[config.mk]
export PLATFORM = sky130hd
export DESIGN_NAME = clmb_exec
export DESIGN_NICKNAME = d
export VERILOG_FILES = /design/src/clmb_pkg.sv /design/src/clmb_product.sv /design/src/clmb_exec.sv
export SDC_FILE = /design/constraint.sdc
export NUM_CORES = 1
export LEC_CHECK = 0
export BUFFER_PORTS_ARGS = -buffer_cell sky130_fd_sc_hd__buf_2
export CORE_MARGIN = 1
export CORE_UTILIZATION = 60
export CTS_BUF_LIST = sky130_fd_sc_hd__clkbuf_16
export CTS_CLUSTER_SIZE = 10
export DETAILED_ROUTE_END_ITERATION = 6
export HOLD_SLACK_MARGIN = 0.03
export PLACE_DENSITY = 0.86
export SKIP_LAST_GASP = 1
export SYNTH_ARGS = -nofsm -noshare
export SYNTH_HDL_FRONTEND = slang
export SYNTH_SLANG_ARGS = --single-unit
[constraint.sdc]
create_clock -name CLOCK -period 14 [get_ports CLOCK]
set_input_delay 3.5 -clock CLOCK [delete_from_list [all_inputs] [get_ports CLOCK]]
set_output_delay 3.5 -clock CLOCK [all_outputs]
set_load 0.005 [all_outputs]
[src/clmb_pkg.sv]
// clmb_pkg: operation codes, status flag positions and cycle counts for the
// logic, multiply and program-flow execution block.
// assumes the decoder outside maps instruction words onto clmb_op_t codes.
package clmb_pkg;

  // ----------------------------------------------------------------
  // operation codes
  // ----------------------------------------------------------------
  typedef enum logic [4:0] {
    OP_REG_DISJUNCTION       = 5'h00,
    OP_IMMEDIATE_DISJUNCTION = 5'h01,
    OP_EXCLUSIVE_DISJUNCTION = 5'h02,
    OP_BITWISE_INVERT        = 5'h03,
    OP_ARITHMETIC_INVERSION  = 5'h04,
    OP_MASK_SET_BITS         = 5'h05,
    OP_MASK_CLEAR_BITS       = 5'h06,
    OP_INCREMENT             = 5'h07,
    OP_DECREMENT             = 5'h08,
    OP_SELF_AND_TEST         = 5'h09,
    OP_PRODUCT_UNSIGNED      = 5'h0a,
    OP_PRODUCT_SIGNED        = 5'h0b,
    OP_PRODUCT_SIGNED_BY_U   = 5'h0c,
    OP_FRAC_PRODUCT_UNSIGNED = 5'h0d,
    OP_FRAC_PRODUCT_SIGNED   = 5'h0e,
    OP_FRAC_PRODUCT_MIXED    = 5'h0f,
    OP_RELATIVE_JUMP         = 5'h10,
    OP_POINTER_JUMP          = 5'h11,
    OP_ABSOLUTE_JUMP         = 5'h12,
    OP_RELATIVE_SUB_INVOKE   = 5'h13,
    OP_POINTER_SUB_INVOKE    = 5'h14,
    OP_ABSOLUTE_SUB_INVOKE   = 5'h15,
    OP_SUBROUTINE_EXIT       = 5'h16,
    OP_INTERRUPT_EXIT        = 5'h17,
    OP_COMPARE_SKIP_EQUAL    = 5'h18,
    OP_COMPARE               = 5'h19,
    OP_COMPARE_WITH_CARRY    = 5'h1a,
    OP_COMPARE_WITH_IMM      = 5'h1b,
    OP_SKIP_REG_BIT_ZERO     = 5'h1c,
    OP_SKIP_REG_BIT_ONE      = 5'h1d,
    OP_SKIP_IO_BIT_ZERO      = 5'h1e,
    OP_SKIP_IO_BIT_ONE       = 5'h1f
  } clmb_op_t;

  // ----------------------------------------------------------------
  // status flag positions and masks
  // ----------------------------------------------------------------
  localparam int FLAG_C = 0;
  localparam int FLAG_Z = 1;
  localparam int FLAG_N = 2;
  localparam int FLAG_V = 3;
  localparam int FLAG_H = 5;
  localparam int FLAG_I = 7;
  localparam logic [7:0] MASK_NONE   = 8'h00;
  localparam logic [7:0] MASK_ZNV    = 8'h0e;
  localparam logic [7:0] MASK_ZCNV   = 8'h0f;
  localparam logic [7:0] MASK_ZCNVH  = 8'h2f;
  localparam logic [7:0] MASK_ZC     = 8'h03;
  localparam logic [7:0] MASK_I      = 8'h80;
  localparam logic [7:0] ALL_ONES    = 8'hff;

  // ----------------------------------------------------------------
  // cycle counts
  // ----------------------------------------------------------------
  localparam logic [2:0] CYC_SINGLE   = 3'h1;
  localparam logic [2:0] CYC_PRODUCT  = 3'h2;
  localparam logic [2:0] CYC_REL_JUMP = 3'h2;
  localparam logic [2:0] CYC_PTR_JUMP = 3'h2;
  localparam logic [2:0] CYC_ABS_JUMP = 3'h3;
  localparam logic [2:0] CYC_REL_CALL = 3'h3;
  localparam logic [2:0] CYC_PTR_CALL = 3'h3;
  localparam logic [2:0] CYC_ABS_CALL = 3'h4;
  localparam logic [2:0] CYC_EXIT     = 3'h4;
  localparam logic [2:0] CYC_SKIP_ONE = 3'h2;
  localparam logic [2:0] CYC_SKIP_TWO = 3'h3;

  // ----------------------------------------------------------------
  // program counter steps and reset values
  // ----------------------------------------------------------------
  localparam logic [15:0] PC_STEP_ONE  = 16'h0001;
  localparam logic [15:0] PC_STEP_TWO  = 16'h0002;
  localparam logic [15:0] PC_STEP_SKIP = 16'h0002;
  localparam logic [15:0] PC_STEP_SKIP_LONG = 16'h0003;
  localparam logic [15:0] RESET_WORD   = 16'h0000;

  typedef enum logic [1:0] {
    ST_IDLE = 2'b01,
    ST_WAIT = 2'b10
  } clmb_state_t;

endpackage

[src/clmb_product.sv]
// clmb_product: 8x8 multiplier with per-operand signedness and fractional shift.
// assumes operands are stable while the caller samples its outputs.
`timescale 1ns/1ns
`default_nettype none
module clmb_product
  import clmb_pkg::*;
(
  input  wire logic [7:0]  a,
  input  wire logic [7:0]  b,
  input  wire logic        a_signed,
  input  wire logic        b_signed,
  input  wire logic        fractional,
  output logic      [15:0] product,
  output logic             carry,
  output logic             zero
);
  // ----------------------------------------------------------------
  // nine-bit extension gives one signed path for all three sign mixes
  // ----------------------------------------------------------------
  wire logic signed [8:0]  ext_a = {a_signed & a[7], a};
  wire logic signed [8:0]  ext_b = {b_signed & b[7], b};
  wire logic signed [17:0] raw   = ext_a * ext_b;

  // carry is bit 15 of the unshifted product, lost by the fractional shift
  assign carry   = raw[15];                                   // RULE5
  assign product = fractional ? {raw[14:0], 1'b0} : raw[15:0]; // RULE6
  assign zero    = (product == 16'h0000);
endmodule
`default_nettype wire

[src/clmb_exec.sv]
// clmb_exec: execution of logic, multiply, jump, call, return, compare and skip
// operations for an 8-bit core. assumes the decoder presents operands, the
// stack top and the selected i/o bit with START, and waits while BUSY is high.
// Summary of operation
// (RULE1) or of register with register or constant: write result, update Z N V, one cycle
// (RULE2) mask set bits forces ones where mask is one, updates Z N V, one cycle
// (RULE3) mask clear ands with 0xff minus mask, updates Z N V, one cycle
// (RULE4) self test ands register with itself, sets Z N V, one cycle
// (RULE5) integer multiplies write 16-bit product pair, update only Z C, two cycles
// (RULE6) fractional multiplies shift product left one, update Z C, two cycles
// (RULE7) pointer jump loads counter from pointer pair, no flags, two cycles
// (RULE8) pointer invoke saves return address, loads pointer, no flags, three cycles
// (RULE9) compare skip equal advances counter 2 or 3 on match, 1/2/3 cycles
// (RULE10) compares subtract without storing, update Z N V C H, one cycle
// (RULE11) skip when register bit zero, counter plus 2 or 3, 1 to 3 cycles
// (RULE12) skip when register bit one, 1/2/3 cycles, no flags
// (RULE13) skip when i/o bit zero, 1/2/3 cycles, no flags
// (RULE14) skip when i/o bit one, 1/2/3 cycles, no flags
// (RULE15) invert, negate, xor, increment, decrement give their results in one cycle
// (RULE16) relative jump two cycles to counter plus offset plus one; absolute three
// (RULE17) relative invoke three, absolute four; exits restore counter in four cycles
`timescale 1ns/1ns
`default_nettype none
module clmb_exec
  import clmb_pkg::*;
#(
  parameter int PC_WIDTH = 16
)
(
  input  wire logic                CLOCK,
  input  wire logic                RESET_N,
  input  wire logic                START,
  input  wire clmb_op_t            OP,
  input  wire logic [7:0]          RD_VALUE,
  input  wire logic [7:0]          SOURCE_REGISTER,
  input  wire logic [7:0]          FLAGS_IN,
  input  wire logic [PC_WIDTH-1:0] PROGRAM_COUNTER,
  input  wire logic [PC_WIDTH-1:0] POINTER_Z,
  input  wire logic [11:0]         OFFSET,
  input  wire logic [PC_WIDTH-1:0] TARGET,
  input  wire logic [PC_WIDTH-1:0] STACK_TOP,
  input  wire logic [2:0]          BIT_SEL,
  input  wire logic                IO_BIT,
  input  wire logic                NEXT_TWO_WORD,
  output logic      [7:0]          RESULT,
  output logic                     RESULT_WE,
  output logic      [15:0]         PRODUCT_REGISTER_PAIR,
  output logic                     PRODUCT_WE,
  output logic      [7:0]          FLAGS_OUT,
  output logic      [7:0]          FLAGS_WE_MASK,
  output logic      [PC_WIDTH-1:0] NEXT_PC,
  output logic                     PC_LOAD,
  output logic      [PC_WIDTH-1:0] PUSH_ADDR,
  output logic                     PUSH_REQ,
  output logic                     POP_REQ,
  output logic                     BUSY,
  output logic                     DONE
);
  // ----------------------------------------------------------------
  // decode
  // ----------------------------------------------------------------
  wire logic take = START & ~BUSY;
  wire logic is_or  = (OP == OP_REG_DISJUNCTION) | (OP == OP_IMMEDIATE_DISJUNCTION)
                    | (OP == OP_MASK_SET_BITS);
  wire logic is_mul = (OP >= OP_PRODUCT_UNSIGNED) & (OP <= OP_FRAC_PRODUCT_MIXED);
  wire logic is_cmp = (OP == OP_COMPARE) | (OP == OP_COMPARE_WITH_CARRY)
                    | (OP == OP_COMPARE_WITH_IMM);
  wire logic is_neg = (OP == OP_ARITHMETIC_INVERSION);
  wire logic is_skip = (OP == OP_COMPARE_SKIP_EQUAL) | (OP >= OP_SKIP_REG_BIT_ZERO);
  wire logic is_call = (OP == OP_RELATIVE_SUB_INVOKE) | (OP == OP_POINTER_SUB_INVOKE)
                     | (OP == OP_ABSOLUTE_SUB_INVOKE);
  wire logic is_exit = (OP == OP_SUBROUTINE_EXIT) | (OP == OP_INTERRUPT_EXIT);
  wire logic is_pc   = (OP >= OP_RELATIVE_JUMP) & (OP <= OP_INTERRUPT_EXIT);

  // ----------------------------------------------------------------
  // subtract path, shared by compares and arithmetic inversion
  // ----------------------------------------------------------------
  wire logic [7:0] sub_a   = is_neg ? 8'h00 : RD_VALUE;
  wire logic [7:0] sub_b   = is_neg ? RD_VALUE : SOURCE_REGISTER;
  wire logic       sub_cin = (OP == OP_COMPARE_WITH_CARRY) & FLAGS_IN[FLAG_C];
  wire logic [8:0] sub_raw = {1'b0, sub_a} - {1'b0, sub_b} - {8'h00, sub_cin};
  wire logic [7:0] sub_r   = sub_raw[7:0];
  wire logic       sub_h   = (~sub_a[3] & sub_b[3]) | (sub_b[3] & sub_r[3])
                           | (sub_r[3] & ~sub_a[3]);
  wire logic       sub_v   = (sub_a[7] & ~sub_b[7] & ~sub_r[7])
                           | (~sub_a[7] & sub_b[7] & sub_r[7]);
  // compare with carry keeps zero only if it was already set
  wire logic       sub_z   = (sub_r == 8'h00)
                           & ((OP != OP_COMPARE_WITH_CARRY) | FLAGS_IN[FLAG_Z]);

  // ----------------------------------------------------------------
  // byte results
  // ----------------------------------------------------------------
  logic [7:0] logic_r;
  always_comb begin
    unique case (OP)
      OP_REG_DISJUNCTION, OP_IMMEDIATE_DISJUNCTION,
      OP_MASK_SET_BITS:         logic_r = RD_VALUE | SOURCE_REGISTER;            // RULE1 RULE2
      OP_MASK_CLEAR_BITS:       logic_r = RD_VALUE & (ALL_ONES - SOURCE_REGISTER); // RULE3
      OP_SELF_AND_TEST:         logic_r = RD_VALUE & RD_VALUE;                   // RULE4
      OP_EXCLUSIVE_DISJUNCTION: logic_r = RD_VALUE ^ SOURCE_REGISTER;            // RULE15
      OP_BITWISE_INVERT:        logic_r = ALL_ONES - RD_VALUE;                   // RULE15
      OP_INCREMENT:             logic_r = RD_VALUE + 8'h01;                      // RULE15
      OP_DECREMENT:             logic_r = RD_VALUE - 8'h01;                      // RULE15
      default:                  logic_r = sub_r;
    endcase
  end

  wire logic byte_op = (OP <= OP_SELF_AND_TEST);
  wire logic v_incdec = ((OP == OP_INCREMENT) & (logic_r == 8'h80))
                      | ((OP == OP_DECREMENT) & (logic_r == 8'h7f));

  logic [15:0] mul_p;
  logic        mul_carry;
  logic        mul_zero;
  logic [7:0]  flag_val;
  logic [7:0]  flag_mask;
  always_comb begin
    flag_val  = 8'h00;
    flag_mask = MASK_NONE;
    if (is_cmp | is_neg) begin
      flag_val[FLAG_C] = sub_raw[8];                                            // RULE10
      flag_val[FLAG_Z] = is_neg ? (sub_r == 8'h00) : sub_z;
      flag_val[FLAG_N] = sub_r[7];
      flag_val[FLAG_V] = sub_v;
      flag_val[FLAG_H] = sub_h;
      flag_mask        = MASK_ZCNVH;
    end else if (byte_op) begin
      flag_val[FLAG_Z] = (logic_r == 8'h00);                                    // RULE1 RULE4
      flag_val[FLAG_N] = logic_r[7];
      flag_val[FLAG_V] = v_incdec;
      flag_val[FLAG_C] = (OP == OP_BITWISE_INVERT);
      flag_mask        = (OP == OP_BITWISE_INVERT) ? MASK_ZCNV : MASK_ZNV;
    end else if (is_mul) begin
      flag_val[FLAG_Z] = mul_zero;                                              // RULE5
      flag_val[FLAG_C] = mul_carry;
      flag_mask        = MASK_ZC;
    end else if (OP == OP_INTERRUPT_EXIT) begin
      flag_val[FLAG_I] = 1'b1;
      flag_mask        = MASK_I;
    end
  end

  // ----------------------------------------------------------------
  // multiplier
  // ----------------------------------------------------------------
  wire logic   mul_sa = (OP == OP_PRODUCT_SIGNED) | (OP == OP_PRODUCT_SIGNED_BY_U)
                      | (OP == OP_FRAC_PRODUCT_SIGNED) | (OP == OP_FRAC_PRODUCT_MIXED);
  wire logic   mul_sb = (OP == OP_PRODUCT_SIGNED) | (OP == OP_FRAC_PRODUCT_SIGNED);
  wire logic   mul_fr = (OP >= OP_FRAC_PRODUCT_UNSIGNED);

  clmb_product u_product (
    .a          (RD_VALUE),
    .b          (SOURCE_REGISTER),
    .a_signed   (mul_sa),
    .b_signed   (mul_sb),
    .fractional (mul_fr),
    .product    (mul_p),
    .carry      (mul_carry),
    .zero       (mul_zero)
  );

  // ----------------------------------------------------------------
  // program counter and skip decisions
  // ----------------------------------------------------------------
  wire logic [PC_WIDTH-1:0] rel_target = PROGRAM_COUNTER
                                       + {{(PC_WIDTH-12){OFFSET[11]}}, OFFSET}
                                       + PC_STEP_ONE[PC_WIDTH-1:0];
  logic skip_cond;
  always_comb begin
    unique case (OP)
      OP_COMPARE_SKIP_EQUAL: skip_cond = (RD_VALUE == SOURCE_REGISTER); // RULE9
      OP_SKIP_REG_BIT_ZERO:  skip_cond = ~SOURCE_REGISTER[BIT_SEL];     // RULE11
      OP_SKIP_REG_BIT_ONE:   skip_cond = SOURCE_REGISTER[BIT_SEL];      // RULE12
      OP_SKIP_IO_BIT_ZERO:   skip_cond = ~IO_BIT;                       // RULE13
      OP_SKIP_IO_BIT_ONE:    skip_cond = IO_BIT;                        // RULE14
      default:               skip_cond = 1'b0;
    endcase
  end
  wire logic [PC_WIDTH-1:0] skip_step = !skip_cond ? PC_STEP_ONE[PC_WIDTH-1:0]
                                      : NEXT_TWO_WORD ? PC_STEP_SKIP_LONG[PC_WIDTH-1:0]
                                      : PC_STEP_SKIP[PC_WIDTH-1:0];

  logic [PC_WIDTH-1:0] pc_target;
  logic [2:0]          cycles;
  always_comb begin
    pc_target = PROGRAM_COUNTER + skip_step;
    cycles    = CYC_SINGLE;
    unique case (OP)
      OP_RELATIVE_JUMP:       begin pc_target = rel_target; cycles = CYC_REL_JUMP; end // RULE16
      OP_ABSOLUTE_JUMP:       begin pc_target = TARGET;     cycles = CYC_ABS_JUMP; end // RULE16
      OP_POINTER_JUMP:        begin pc_target = POINTER_Z;  cycles = CYC_PTR_JUMP; end // RULE7
      OP_POINTER_SUB_INVOKE:  begin pc_target = POINTER_Z;  cycles = CYC_PTR_CALL; end // RULE8
      OP_RELATIVE_SUB_INVOKE: begin pc_target = rel_target; cycles = CYC_REL_CALL; end // RULE17
      OP_ABSOLUTE_SUB_INVOKE: begin pc_target = TARGET;     cycles = CYC_ABS_CALL; end // RULE17
      OP_SUBROUTINE_EXIT,
      OP_INTERRUPT_EXIT:      begin pc_target = STACK_TOP;  cycles = CYC_EXIT;     end // RULE17
      default: begin
        if (is_mul) begin
          cycles = CYC_PRODUCT;                                                      // RULE5 RULE6
        end else if (is_skip & skip_cond) begin
          cycles = NEXT_TWO_WORD ? CYC_SKIP_TWO : CYC_SKIP_ONE;                      // RULE9
        end
      end
    endcase
  end

  // absolute invoke is two words long, the others one
  wire logic [PC_WIDTH-1:0] ret_addr = PROGRAM_COUNTER
      + ((OP == OP_ABSOLUTE_SUB_INVOKE) ? PC_STEP_TWO[PC_WIDTH-1:0]
                                         : PC_STEP_ONE[PC_WIDTH-1:0]);

  // strobes held back until the last cycle: {result, product, pc, push, pop}
  wire logic [4:0] next_pend = {byte_op, is_mul, is_pc | is_skip, is_call, is_exit};

  // ----------------------------------------------------------------
  // sequencing
  // ----------------------------------------------------------------
  clmb_state_t state;
  logic [1:0]  cnt;
  logic [4:0]  pend;
  wire logic   finish_now = take & (cycles == CYC_SINGLE);
  wire logic   finish_wait = (state == ST_WAIT) & (cnt == 2'h0);
  wire logic   finish = finish_now | finish_wait;
  wire logic [4:0] fire = finish_now ? next_pend : pend;

  always_ff @(posedge CLOCK) begin
    if (!RESET_N) begin
      state <= ST_IDLE;
      cnt   <= 2'h0;
      pend  <= 5'h00;
    end else begin
      unique case (state)
        ST_IDLE: begin
          if (take & !finish_now) begin
            state <= ST_WAIT;
            cnt   <= 2'(cycles - 3'h2);
            pend  <= next_pend;
          end
        end
        ST_WAIT: begin
          if (cnt == 2'h0) begin
            state <= ST_IDLE;
          end else begin
            cnt <= cnt - 2'h1;
          end
        end
      endcase
    end
  end

  // data outputs are loaded at acceptance and held until the next one
  always_ff @(posedge CLOCK) begin
    if (!RESET_N) begin
      RESULT                <= 8'h00;
      PRODUCT_REGISTER_PAIR <= RESET_WORD;
      FLAGS_OUT             <= 8'h00;
      FLAGS_WE_MASK         <= MASK_NONE;
      NEXT_PC               <= RESET_WORD[PC_WIDTH-1:0];
      PUSH_ADDR             <= RESET_WORD[PC_WIDTH-1:0];
    end else if (take) begin
      RESULT                <= logic_r;
      PRODUCT_REGISTER_PAIR <= mul_p;                                            // RULE5
      FLAGS_OUT             <= flag_val;
      FLAGS_WE_MASK         <= flag_mask;
      NEXT_PC               <= pc_target;
      PUSH_ADDR             <= ret_addr;                                         // RULE8
    end
  end

  // compares and skips never write a register
  always_ff @(posedge CLOCK) begin
    if (!RESET_N) begin
      {RESULT_WE, PRODUCT_WE, PC_LOAD, PUSH_REQ, POP_REQ} <= 5'h00;
      DONE <= 1'b0;
      BUSY <= 1'b0;
    end else begin
      {RESULT_WE, PRODUCT_WE, PC_LOAD, PUSH_REQ, POP_REQ} <= finish ? fire : 5'h00;
      DONE <= finish;
      BUSY <= (take & !finish_now) | ((state == ST_WAIT) & (cnt != 2'h0));
    end
  end

  // ----------------------------------------------------------------
  // checks
  // ----------------------------------------------------------------
  AST_OR_ONE_CYCLE: assert property (@(posedge CLOCK) disable iff (!RESET_N) // RULE1
    take && OP == OP_REG_DISJUNCTION |=> DONE && RESULT_WE
      && RESULT == ($past(RD_VALUE) | $past(SOURCE_REGISTER)) && FLAGS_WE_MASK == MASK_ZNV)
    else $error("or result or timing wrong");
  AST_MASK_SET: assert property (@(posedge CLOCK) disable iff (!RESET_N) // RULE2
    take && OP == OP_MASK_SET_BITS |=> DONE && ((RESULT & $past(SOURCE_REGISTER))
      == $past(SOURCE_REGISTER)))
    else $error("mask set left a bit clear");
  AST_MASK_CLEAR: assert property (@(posedge CLOCK) disable iff (!RESET_N) // RULE3
    take && OP == OP_MASK_CLEAR_BITS |=> DONE && (RESULT & $past(SOURCE_REGISTER)) == 8'h00)
    else $error("mask clear left a bit set");
  AST_SELF_TEST: assert property (@(posedge CLOCK) disable iff (!RESET_N) // RULE4
    take && OP == OP_SELF_AND_TEST |=> RESULT == $past(RD_VALUE)
      && FLAGS_OUT[FLAG_Z] == ($past(RD_VALUE) == 8'h00) && FLAGS_OUT[FLAG_N] == RESULT[7])
    else $error("self test flags wrong");
  AST_PRODUCT_TWO: assert property (@(posedge CLOCK) disable iff (!RESET_N) // RULE5
    take && OP == OP_PRODUCT_UNSIGNED |=> !DONE ##1 DONE && PRODUCT_WE
      && PRODUCT_REGISTER_PAIR == 16'($past(RD_VALUE, 2) * $past(SOURCE_REGISTER, 2))
      && FLAGS_WE_MASK == MASK_ZC)
    else $error("unsigned product wrong");
  AST_FRAC_SHIFT: assert property (@(posedge CLOCK) disable iff (!RESET_N) // RULE6
    take && OP == OP_FRAC_PRODUCT_UNSIGNED |=> !DONE ##1 DONE
      && PRODUCT_REGISTER_PAIR == 16'(($past(RD_VALUE, 2) * $past(SOURCE_REGISTER, 2)) << 1))
    else $error("fractional product not shifted");
  AST_PTR_JUMP: assert property (@(posedge CLOCK) disable iff (!RESET_N) // RULE7
    take && OP == OP_POINTER_JUMP |=> !PC_LOAD ##1 PC_LOAD && NEXT_PC == $past(POINTER_Z, 2)
      && FLAGS_WE_MASK == MASK_NONE)
    else $error("pointer jump wrong");
  AST_PTR_CALL: assert property (@(posedge CLOCK) disable iff (!RESET_N) // RULE8
    take && OP == OP_POINTER_SUB_INVOKE |=> !DONE [*2] ##1 DONE && PUSH_REQ
      && PUSH_ADDR == $past(PROGRAM_COUNTER, 3) + 16'h0001)
    else $error("pointer invoke wrong");
  AST_SKIP_EQUAL: assert property (@(posedge CLOCK) disable iff (!RESET_N) // RULE9
    take && OP == OP_COMPARE_SKIP_EQUAL && RD_VALUE == SOURCE_REGISTER && !NEXT_TWO_WORD
      |=> !DONE ##1 DONE && NEXT_PC == $past(PROGRAM_COUNTER, 2) + 16'h0002)
    else $error("equal skip wrong");
  AST_COMPARE: assert property (@(posedge CLOCK) disable iff (!RESET_N) // RULE10
    take && OP == OP_COMPARE |=> DONE && !RESULT_WE && FLAGS_WE_MASK == MASK_ZCNVH
      && FLAGS_OUT[FLAG_C] == ($past(RD_VALUE) < $past(SOURCE_REGISTER)))
    else $error("compare flags wrong");
  AST_SKIP_BIT: assert property (@(posedge CLOCK) disable iff (!RESET_N) // RULE11
    take && OP == OP_SKIP_REG_BIT_ZERO && SOURCE_REGISTER[BIT_SEL] |=> DONE
      && NEXT_PC == $past(PROGRAM_COUNTER) + 16'h0001)
    else $error("bit skip taken on one");
  AST_EXIT_FOUR: assert property (@(posedge CLOCK) disable iff (!RESET_N) // RULE17
    take && OP == OP_SUBROUTINE_EXIT |=> BUSY [*3] ##1 DONE && POP_REQ)
    else $error("exit not four cycles");
endmodule
`default_nettype wire

==> run_summary.xml, run 1 <==
<?xml version="1.0" encoding="UTF-8"?>
<metrics>
  <group name="logic_synthesis">
    <metric name="yosys-top-cells-area" unit="">sky130_fd_sc_hd__dfxtp_1 (17%), sky130_fd_sc_hd__fa_1 (15%), sky130_fd_sc_hd__ha_1 (12%)</metric>
    <metric name="synth_edf_count" unit="">0</metric>
    <metric name="synth.yosys.warnings" unit="">0</metric>
    <metric name="synth_cell_types" unit="">85</metric>
    <metric name="synth-main-ff-cell" unit="">sky130_fd_sc_hd__dfxtp_1</metric>
    <metric name="postSynthAreaPerCell" unit="um^2">7.94</metric>
    <metric name="synth.largest_area_cell" unit="">sky130_fd_sc_hd__dfxtp_1</metric>
    <metric name="yosys_register_bits" unit="">82</metric>
    <metric name="synth_top_area_share" unit="%">17.4</metric>
    <metric name="synth-async-reset-ratio" unit="%">0</metric>
    <metric name="synth_sequential_area_ratio" unit="%">17.4</metric>
    <metric name="synth_area" unit="mm^2">0.00946</metric>
    <metric name="post_syn_instances" unit="">1192</metric>
  </group>
  <group name="floorplan">
    <metric name="fp.dieArea" unit="mm^2">0.0163</metric>
    <metric name="chipHeight" unit="um">128</metric>
    <metric name="rows" unit="">45</metric>
    <metric name="design.core.area" unit="mm^2">0.0153</metric>
    <metric name="start_util" unit="%">61.8</metric>
    <metric name="top_level_ports" unit="">192</metric>
    <metric name="die_width" unit="um">128</metric>
  </group>
  <group name="grt">
    <metric name="grt_start_max_net_pins" unit="">68</metric>
    <metric name="global_route_wire_length_before_repair" unit="mm">44.6</metric>
    <metric name="grt_resource_usage_total" unit="%">34.9</metric>
    <metric name="grt_overflow_total" unit="">0</metric>
    <metric name="number_of_global_route_vias_before_repair" unit="">8921</metric>
    <metric name="grt_antenna_before_repair" unit="">0</metric>
  </group>
  <group name="worst_setup_path">
    <metric name="crit_start" unit="">OP[2]</metric>
    <metric name="cp_startpoint_kind" unit="">input port</metric>
    <metric name="worst_path_max_delay_cell" unit="">sky130_fd_sc_hd__fa_1</metric>
    <metric name="cp_data_required_time" unit="ns">14.27</metric>
    <metric name="endpoint_kind" unit="">flip-flop</metric>
    <metric name="timing.critical_path.max_delay_family" unit="">adder cells</metric>
    <metric name="worst-path-buf-inv" unit="">4</metric>
    <metric name="crit_path_max_cell_delay" unit="ns">0.55</metric>
    <metric name="worst-path-max-fanout" unit="">32</metric>
    <metric name="arrival_time_of_data_at_the_critical_path_endpoint" unit="ns">10.42</metric>
    <metric name="worst_path_most_repeated_cell" unit="">sky130_fd_sc_hd__fa_1</metric>
    <metric name="reg2reg_start" unit="">BUSY</metric>
    <metric name="cp_cell_sequence" unit="">buf_2 &gt; nor2b_1 &gt; o2111ai_1 &gt; nand2b_1 &gt; fa_1 &gt; fa_1 &gt; inv_1 &gt; fa_1 &gt; fa_1 &gt; inv_1 &gt; fa_1 &gt; inv_1 &gt; ha_1 &gt; and3_1 &gt; a221oi_1 &gt; a21oi_1 &gt; a31oi_1 &gt; xnor2_1 &gt; nor2_1 &gt; or3_1 &gt; a31oi_1</metric>
    <metric name="criticalPathCategory" unit="">in -&gt; reg</metric>
  </group>
  <group name="timing">
    <metric name="grt_setup_unrepaired" unit="">no</metric>
    <metric name="timing.final.hold_violations" unit="">0</metric>
    <metric name="tightest_slew" unit="ns">1.08</metric>
    <metric name="clock_skew" unit="ns">0.00711</metric>
    <metric name="hold-worst-slack" unit="ns">0.444</metric>
    <metric name="max_freq" unit="MHz">98.5</metric>
    <metric name="sum_of_negative_setup_slack" unit="ns">0</metric>
    <metric name="final.min_clock_period" unit="ns">10.16</metric>
    <metric name="slew-limit-headroom" unit="%">27.9</metric>
    <metric name="post-route-period-util" unit="%">72.5</metric>
    <metric name="setup-violations-final" unit="">0</metric>
    <metric name="report.final.slew_viol_count" unit="">0</metric>
  </group>
  <group name="routing">
    <metric name="detail_route.wirelength" unit="mm">28.1</metric>
    <metric name="drt_drc_violations_left" unit="">0</metric>
    <metric name="routed_via_density" unit="">6.07</metric>
    <metric name="drt_first_iter_violations" unit="">900</metric>
    <metric name="ant_nets" unit="">0</metric>
    <metric name="drt-pass1-iter-count" unit="">5</metric>
    <metric name="num_vias" unit="">9360</metric>
    <metric name="per_cell_routed_wire_length" unit="um">18.2</metric>
  </group>
  <group name="hold_path">
    <metric name="hold_path_class" unit="">reg -&gt; reg</metric>
    <metric name="hold_path_startpoint" unit="">PRODUCT_REGISTER_PAIR[14]</metric>
  </group>
  <group name="clock_network">
    <metric name="post_cts_resize_count" unit="">0</metric>
    <metric name="cts_tree" unit="">done</metric>
    <metric name="tritoncts.num_buffers" unit="">9</metric>
    <metric name="worst_case_clock_buffer_depth" unit="">2</metric>
    <metric name="clock_latency" unit="ns">0.34</metric>
    <metric name="clkTransAtPathRegs" unit="ns">0.06</metric>
    <metric name="post-cts-setup-buffers" unit="">0</metric>
    <metric name="cts.htree.levels" unit="">3</metric>
    <metric name="root_buf_cell" unit="">sky130_fd_sc_hd__clkbuf_16</metric>
    <metric name="cts-hold-fix-buffers" unit="">0</metric>
    <metric name="clock_sinks" unit="">82</metric>
  </group>
  <group name="placed_design">
    <metric name="numPortBuffers" unit="">181</metric>
    <metric name="place_congestion" unit="">0.977</metric>
    <metric name="dpl_cell_area" unit="mm^2">0.0104</metric>
    <metric name="detailedPlacementHpwl" unit="mm">21.7</metric>
  </group>
  <group name="power">
    <metric name="power.leakage" unit="uW">0.00505</metric>
    <metric name="switching_part_of_the_total" unit="%">42.3</metric>
    <metric name="clockPowerShare" unit="%">19.7</metric>
    <metric name="seq_power_share" unit="%">25.4</metric>
    <metric name="max-vdd-ir-drop" unit="uV">101</metric>
    <metric name="power.share.combinational" unit="%">54.9</metric>
    <metric name="p_sw" unit="uW">458</metric>
    <metric name="internal_power" unit="uW">626</metric>
    <metric name="power.density_cell_area" unit="mW/mm^2">102</metric>
  </group>
  <group name="status">
    <metric name="run_status" unit="">completed</metric>
  </group>
  <group name="finish">
    <metric name="multi_input_area" unit="mm^2">0.00706</metric>
    <metric name="final_net_count" unit="">1597</metric>
    <metric name="sequential_cell_area" unit="mm^2">0.00164</metric>
    <metric name="final_cell_area" unit="mm^2">0.0107</metric>
    <metric name="proportion_of_layout_cells_with_a_drive_suffix_above_1" unit="%">16.8</metric>
    <metric name="areaGrowthSynthToFinish" unit="%">12.8</metric>
    <metric name="antenna_cells" unit="">0</metric>
    <metric name="fillCellCount" unit="">1304</metric>
  </group>
  <group name="job">
    <metric name="drv_cap" unit="">0</metric>
  </group>
</metrics>
registers in the layout, summed over array words and instances (netlist names):
register,cells
cnt,2
state,2
NEXT_PC,16
PC_LOAD,1
PUSH_ADDR,16
FLAGS_OUT,5
pend,5
RESULT,8
POP_REQ,1
PRODUCT_REGISTER_PAIR,16
FLAGS_WE_MASK,5
BUSY,1
RESULT_WE,1
DONE,1
PUSH_REQ,1
PRODUCT_WE,1
synthesized netlist by cell type (12+ instances only):
master,n
sky130_fd_sc_hd__a211oi_1,23
sky130_fd_sc_hd__a21o_1,13
sky130_fd_sc_hd__a21oi_1,59
sky130_fd_sc_hd__a221o_1,14
sky130_fd_sc_hd__a221oi_1,19
sky130_fd_sc_hd__a31oi_1,14
sky130_fd_sc_hd__clkbuf_1,51
sky130_fd_sc_hd__dfxtp_1,82
sky130_fd_sc_hd__fa_1,69
sky130_fd_sc_hd__ha_1,89
sky130_fd_sc_hd__inv_1,125
sky130_fd_sc_hd__nand2_1,123
sky130_fd_sc_hd__nand2b_1,14
sky130_fd_sc_hd__nand3_1,29
sky130_fd_sc_hd__nor2_1,121
sky130_fd_sc_hd__nor3_1,28
sky130_fd_sc_hd__nor4_1,12
sky130_fd_sc_hd__o21ai_0,53
sky130_fd_sc_hd__xnor2_1,41
sky130_fd_sc_hd__xor2_1,23
power groups by stage:
| stage | Sequential [uW] | Clock [uW] | Combinational [uW] |
|---|---|---|---|
| final | 275 | 213 | 595 |
| after global routing | 278 | 227 | 665 |
| after CTS | 275 | 215 | 589 |
| after detailed placement | 280 | 0 | 582 |
| after global placement | 279 | 0 | 563 |
| after floorplan | 281 | 0 | 423 |
layout by cell type, fill, tap and decap left out, drive strengths merged, types with 29 or more instances in the layout:
| master | instances |
|---|---|
| nor2 | 124 |
| xnor2 | 41 |
| inv | 126 |
| nand2 | 123 |
| dfxtp | 82 |
| a21oi | 59 |
| buf | 188 |
| ha | 89 |
| nand3 | 30 |
| nor3 | 29 |
| o21ai | 54 |
| fa | 69 |
final timing paths:
path                                             endpoint  slack, ns  depth (start not counted)
worst max-delay path                         FLAGS_OUT[1]       3.84                         21
worst min-delay path            PRODUCT_REGISTER_PAIR[14]       0.44                          2
worst max register to register               FLAGS_OUT[3]      11.14                          7
worst min register to register  PRODUCT_REGISTER_PAIR[14]       0.44                          2
metal layers:
metal	vias to the layer above	wire length, um	global-route usage [%]
met5	-	0	0
met1	4368	11500	45.6
met2	495	13200	58.7
met3	77	2550	5.49
met4	0	875	11.9
li1	4420	-	-
worst reg2reg max path, stage by stage (launching register included):
cell	delay, ns
sky130_fd_sc_hd__dfxtp_1	0.34
sky130_fd_sc_hd__nor2b_4	0.54
sky130_fd_sc_hd__buf_4	0.65
sky130_fd_sc_hd__o21ai_0	0.38
sky130_fd_sc_hd__or4b_1	0.52
sky130_fd_sc_hd__nor4_1	0.18
sky130_fd_sc_hd__nand4b_1	0.12
sky130_fd_sc_hd__nand3_1	0.08
layout make-up:
class,count,share of cell area (%)
inverter,129,4.54
tap,211,2.47
timing repair buffer,188,8.98
multi-input combinational,916,66.2
clock buffer,9,2.11
sequential,82,15.4
clock inverter,7,0.352
through the flow:
stage               power (uW)  cells  util (%)  setup slack, ns
floorplan                  703   1195         -             4.81
detailed placement         862   1526      67.9             3.57
global placement           841   1526      67.9             3.66
global route              1170   1542      69.7             3.51
CTS                       1080   1542      69.7             3.90
finish                    1080   1542      69.7             3.84
cell families (layout without fill, tap and decap cells):
| family | Yosys count | after routing | synth area share (%) |
|---|---|---|---|
| other cells | 1 | 4 | 0.0396 |
| xor+xnor | 65 | 65 | 6.16 |
| buf+inv | 197 | 333 | 8.31 |
| fa+ha+maj | 158 | 158 | 26.4 |
| compound gates | 270 | 270 | 19.8 |
| simple gates | 410 | 410 | 20.6 |
| flops | 82 | 82 | 17.4 |
| mux | 9 | 9 | 1.39 |
(Power assumes the default switching activity.)
==> run 2: changes to the inputs <==
CORE_UTILIZATION = 57   (was 60)
PLACE_DENSITY = 0.82   (was 0.86)
clock period = 10.1 ns   (was 14 ns; I/O delays follow)
==> run 2 against run 1 <==
  * Register-to-register slack worse by 3.6 ns
  * Via count is 0.80% higher
  * Clock skew hardly changed
  * Hold slack better by 0.0080 ns
  * Core utilization is 2.8 points lower
  * Critical path depth is 1 higher
  * Final cell count is 0.45% higher
  * Sequential share of layout area is 0.090 points lower
  * Setup slack worse by 2.6 ns
  * Global-route usage is 2.1 points lower
==> run_summary.xml, run 2 (same netlist as run 1, synthesis figures left out) <==
<?xml version="1.0" encoding="UTF-8"?>
<metrics>
  <group name="routing">
    <metric name="detail_route.wirelength" unit="mm">28.3</metric>
    <metric name="ant_nets" unit="">0</metric>
    <metric name="routed_via_density" unit="">6.09</metric>
    <metric name="drt_first_iter_violations" unit="">802</metric>
    <metric name="drt-pass1-iter-count" unit="">5</metric>
    <metric name="per_cell_routed_wire_length" unit="um">18.2</metric>
    <metric name="drt_drc_violations_left" unit="">0</metric>
    <metric name="num_vias" unit="">9435</metric>
  </group>
  <group name="placed_design">
    <metric name="placement.setup.worst_slack" unit="ns">0.889</metric>
    <metric name="detailedPlacementHpwl" unit="mm">21.8</metric>
    <metric name="place_congestion" unit="">0.952</metric>
    <metric name="numPortBuffers" unit="">181</metric>
  </group>
  <group name="grt">
    <metric name="global_route_wire_length_before_repair" unit="mm">43.4</metric>
    <metric name="grt_antenna_before_repair" unit="">1</metric>
    <metric name="grt_resource_usage_total" unit="%">32.7</metric>
    <metric name="number_of_global_route_vias_before_repair" unit="">8685</metric>
    <metric name="grt_start_max_net_pins" unit="">97</metric>
    <metric name="grt_overflow_total" unit="">0</metric>
  </group>
  <group name="clock_network">
    <metric name="cts-hold-fix-buffers" unit="">0</metric>
    <metric name="clock_sinks" unit="">82</metric>
    <metric name="cts_tree" unit="">done</metric>
    <metric name="post-cts-setup-buffers" unit="">0</metric>
    <metric name="post_cts_resize_count" unit="">0</metric>
    <metric name="tritoncts.num_buffers" unit="">9</metric>
    <metric name="worst_case_clock_buffer_depth" unit="">2</metric>
    <metric name="cts.htree.levels" unit="">3</metric>
    <metric name="clkTransAtPathRegs" unit="ns">0.07</metric>
    <metric name="root_buf_cell" unit="">sky130_fd_sc_hd__clkbuf_16</metric>
    <metric name="clock_latency" unit="ns">0.35</metric>
  </group>
  <group name="finish">
    <metric name="final_net_count" unit="">1598</metric>
    <metric name="layout_commonest_cell" unit="">sky130_fd_sc_hd__buf_2</metric>
    <metric name="areaGrowthSynthToFinish" unit="%">13.4</metric>
    <metric name="fillCellCount" unit="">1374</metric>
    <metric name="proportion_of_layout_cells_with_a_drive_suffix_above_1" unit="%">17.0</metric>
    <metric name="biggestRegsByFlops" unit="">NEXT_PC x16, PRODUCT_REGISTER_PAIR x16, PUSH_ADDR x16</metric>
    <metric name="layout_common_cells" unit="">sky130_fd_sc_hd__buf_2 (181), sky130_fd_sc_hd__inv_1 (124), sky130_fd_sc_hd__nand2_1 (123), sky130_fd_sc_hd__nor2_1 (121), sky130_fd_sc_hd__ha_1 (89)</metric>
  </group>
  <group name="floorplan">
    <metric name="rows" unit="">46</metric>
    <metric name="chipHeight" unit="um">131</metric>
    <metric name="design.core.area" unit="mm^2">0.0161</metric>
    <metric name="start_util" unit="%">58.9</metric>
    <metric name="die_width" unit="um">131</metric>
    <metric name="top_level_ports" unit="">192</metric>
    <metric name="fp.dieArea" unit="mm^2">0.0171</metric>
  </group>
  <group name="timing">
    <metric name="sum_of_negative_setup_slack" unit="ns">0</metric>
    <metric name="final.min_clock_period" unit="ns">8.90</metric>
    <metric name="clock_skew" unit="ns">0.00675</metric>
    <metric name="report.final.slew_viol_count" unit="">0</metric>
    <metric name="tightest_slew" unit="ns">1.29</metric>
    <metric name="grt_setup_unrepaired" unit="">no</metric>
    <metric name="slew-limit-headroom" unit="%">13.1</metric>
    <metric name="postLayoutSetupSlackWorst" unit="ns">1.20</metric>
    <metric name="timing.final.hold_violations" unit="">0</metric>
    <metric name="max_freq" unit="MHz">112</metric>
    <metric name="setup-violations-final" unit="">0</metric>
    <metric name="post-route-period-util" unit="%">88.1</metric>
  </group>
  <group name="status">
    <metric name="run_status" unit="">completed</metric>
  </group>
  <group name="job">
    <metric name="drv_cap" unit="">0</metric>
  </group>
  <group name="power">
    <metric name="power.leakage" unit="uW">0.00508</metric>
    <metric name="power.density_cell_area" unit="mW/mm^2">144</metric>
    <metric name="design_power_total" unit="uW">1550</metric>
    <metric name="max-vdd-ir-drop" unit="uV">100</metric>
  </group>
  <group name="worst_setup_path">
    <metric name="criticalPathCategory" unit="">in -&gt; reg</metric>
    <metric name="cp_data_required_time" unit="ns">10.38</metric>
    <metric name="arrival_time_of_data_at_the_critical_path_endpoint" unit="ns">9.18</metric>
    <metric name="endpoint_kind" unit="">flip-flop</metric>
    <metric name="cp_startpoint_kind" unit="">input port</metric>
    <metric name="worst-path-max-fanout" unit="">32</metric>
  </group>
  <group name="hold_path">
    <metric name="hold_path_class" unit="">reg -&gt; reg</metric>
  </group>
</metrics>
[run 2: cell types whose count changed in the layout (fill, tap and decap cells not counted), sizes merged]
| cell | change |
|---|---|
| buf | +1 |
| inv | +3 |
| clkinvlp | -1 |
| bufinv | +1 |
| diode | +1 |
| clkinv | -3 |
[run 2: metal layers]
layer,wire [um],track usage (%),share of wire (%)
met2,13500,54.9,48
met4,752,11.7,2.7
met5,0,0,0
met1,11600,42.5,41
met3,2350,5.37,8.3
[run 2: final cells by class]
cell class,instances,area [um^2],share of cell area [%]
Inverter,129,484,4.51
Multi-Input combinational cell,916,7060,65.8
Sequential cell,82,1640,15.3
Clock buffer,9,225,2.10
Antenna cell,1,2.50,0.0233
Clock inverter,7,83.8,0.781
Timing Repair Buffer,189,966,9.00
Tap cell,216,270,2.52
[run 2: worst max-delay path, cell delays in order]
cell,delay [ns]
sky130_fd_sc_hd__buf_2,0.43
sky130_fd_sc_hd__nor2b_1,0.48
sky130_fd_sc_hd__o2111ai_1,0.19
sky130_fd_sc_hd__buf_4,0.21
sky130_fd_sc_hd__nand2b_1,0.17
sky130_fd_sc_hd__fa_1,0.51
sky130_fd_sc_hd__fa_1,0.55
sky130_fd_sc_hd__inv_1,0.06
sky130_fd_sc_hd__fa_1,0.51
sky130_fd_sc_hd__fa_1,0.55
sky130_fd_sc_hd__inv_1,0.06
sky130_fd_sc_hd__fa_1,0.51
sky130_fd_sc_hd__inv_1,0.05
sky130_fd_sc_hd__ha_1,0.34
sky130_fd_sc_hd__and3_1,0.17
sky130_fd_sc_hd__a221oi_1,0.42
sky130_fd_sc_hd__a21oi_1,0.18
sky130_fd_sc_hd__a31oi_1,0.30
sky130_fd_sc_hd__xnor2_1,0.21
sky130_fd_sc_hd__nor2_1,0.10
sky130_fd_sc_hd__or3_1,0.47
sky130_fd_sc_hd__a31oi_1,0.19
[run 2: metrics by stage]
stage / util, % / std cells / hold slack (ns) / instance area [um^2]
after floorplan: - / 1195 / 0.428 / 9470
after global placement: 64.9 / 1532 / 0.436 / 10400
after detailed placement: 64.9 / 1532 / 0.443 / 10400
after CTS: 66.8 / 1548 / 0.450 / 10700
after global routing: 66.8 / 1549 / 0.468 / 10700
final: 66.8 / 1549 / 0.452 / 10700
[run 2: final timing paths]
kind,cells past startpoint,from,slack [ns],to
max,22,OP[2],1.20,FLAGS_OUT[1]
min,2,NEXT_PC[6],0.45,NEXT_PC[6]
max reg2reg,7,BUSY,7.54,FLAGS_OUT[3]
min reg2reg,2,NEXT_PC[6],0.45,NEXT_PC[6]
[run 2: power by group]
group / internal [uW] / switching (uW) / total (uW)
sequential: 362 / 20.0 / 381
clock: 196 / 151 / 347
combinational: 343 / 474 / 817
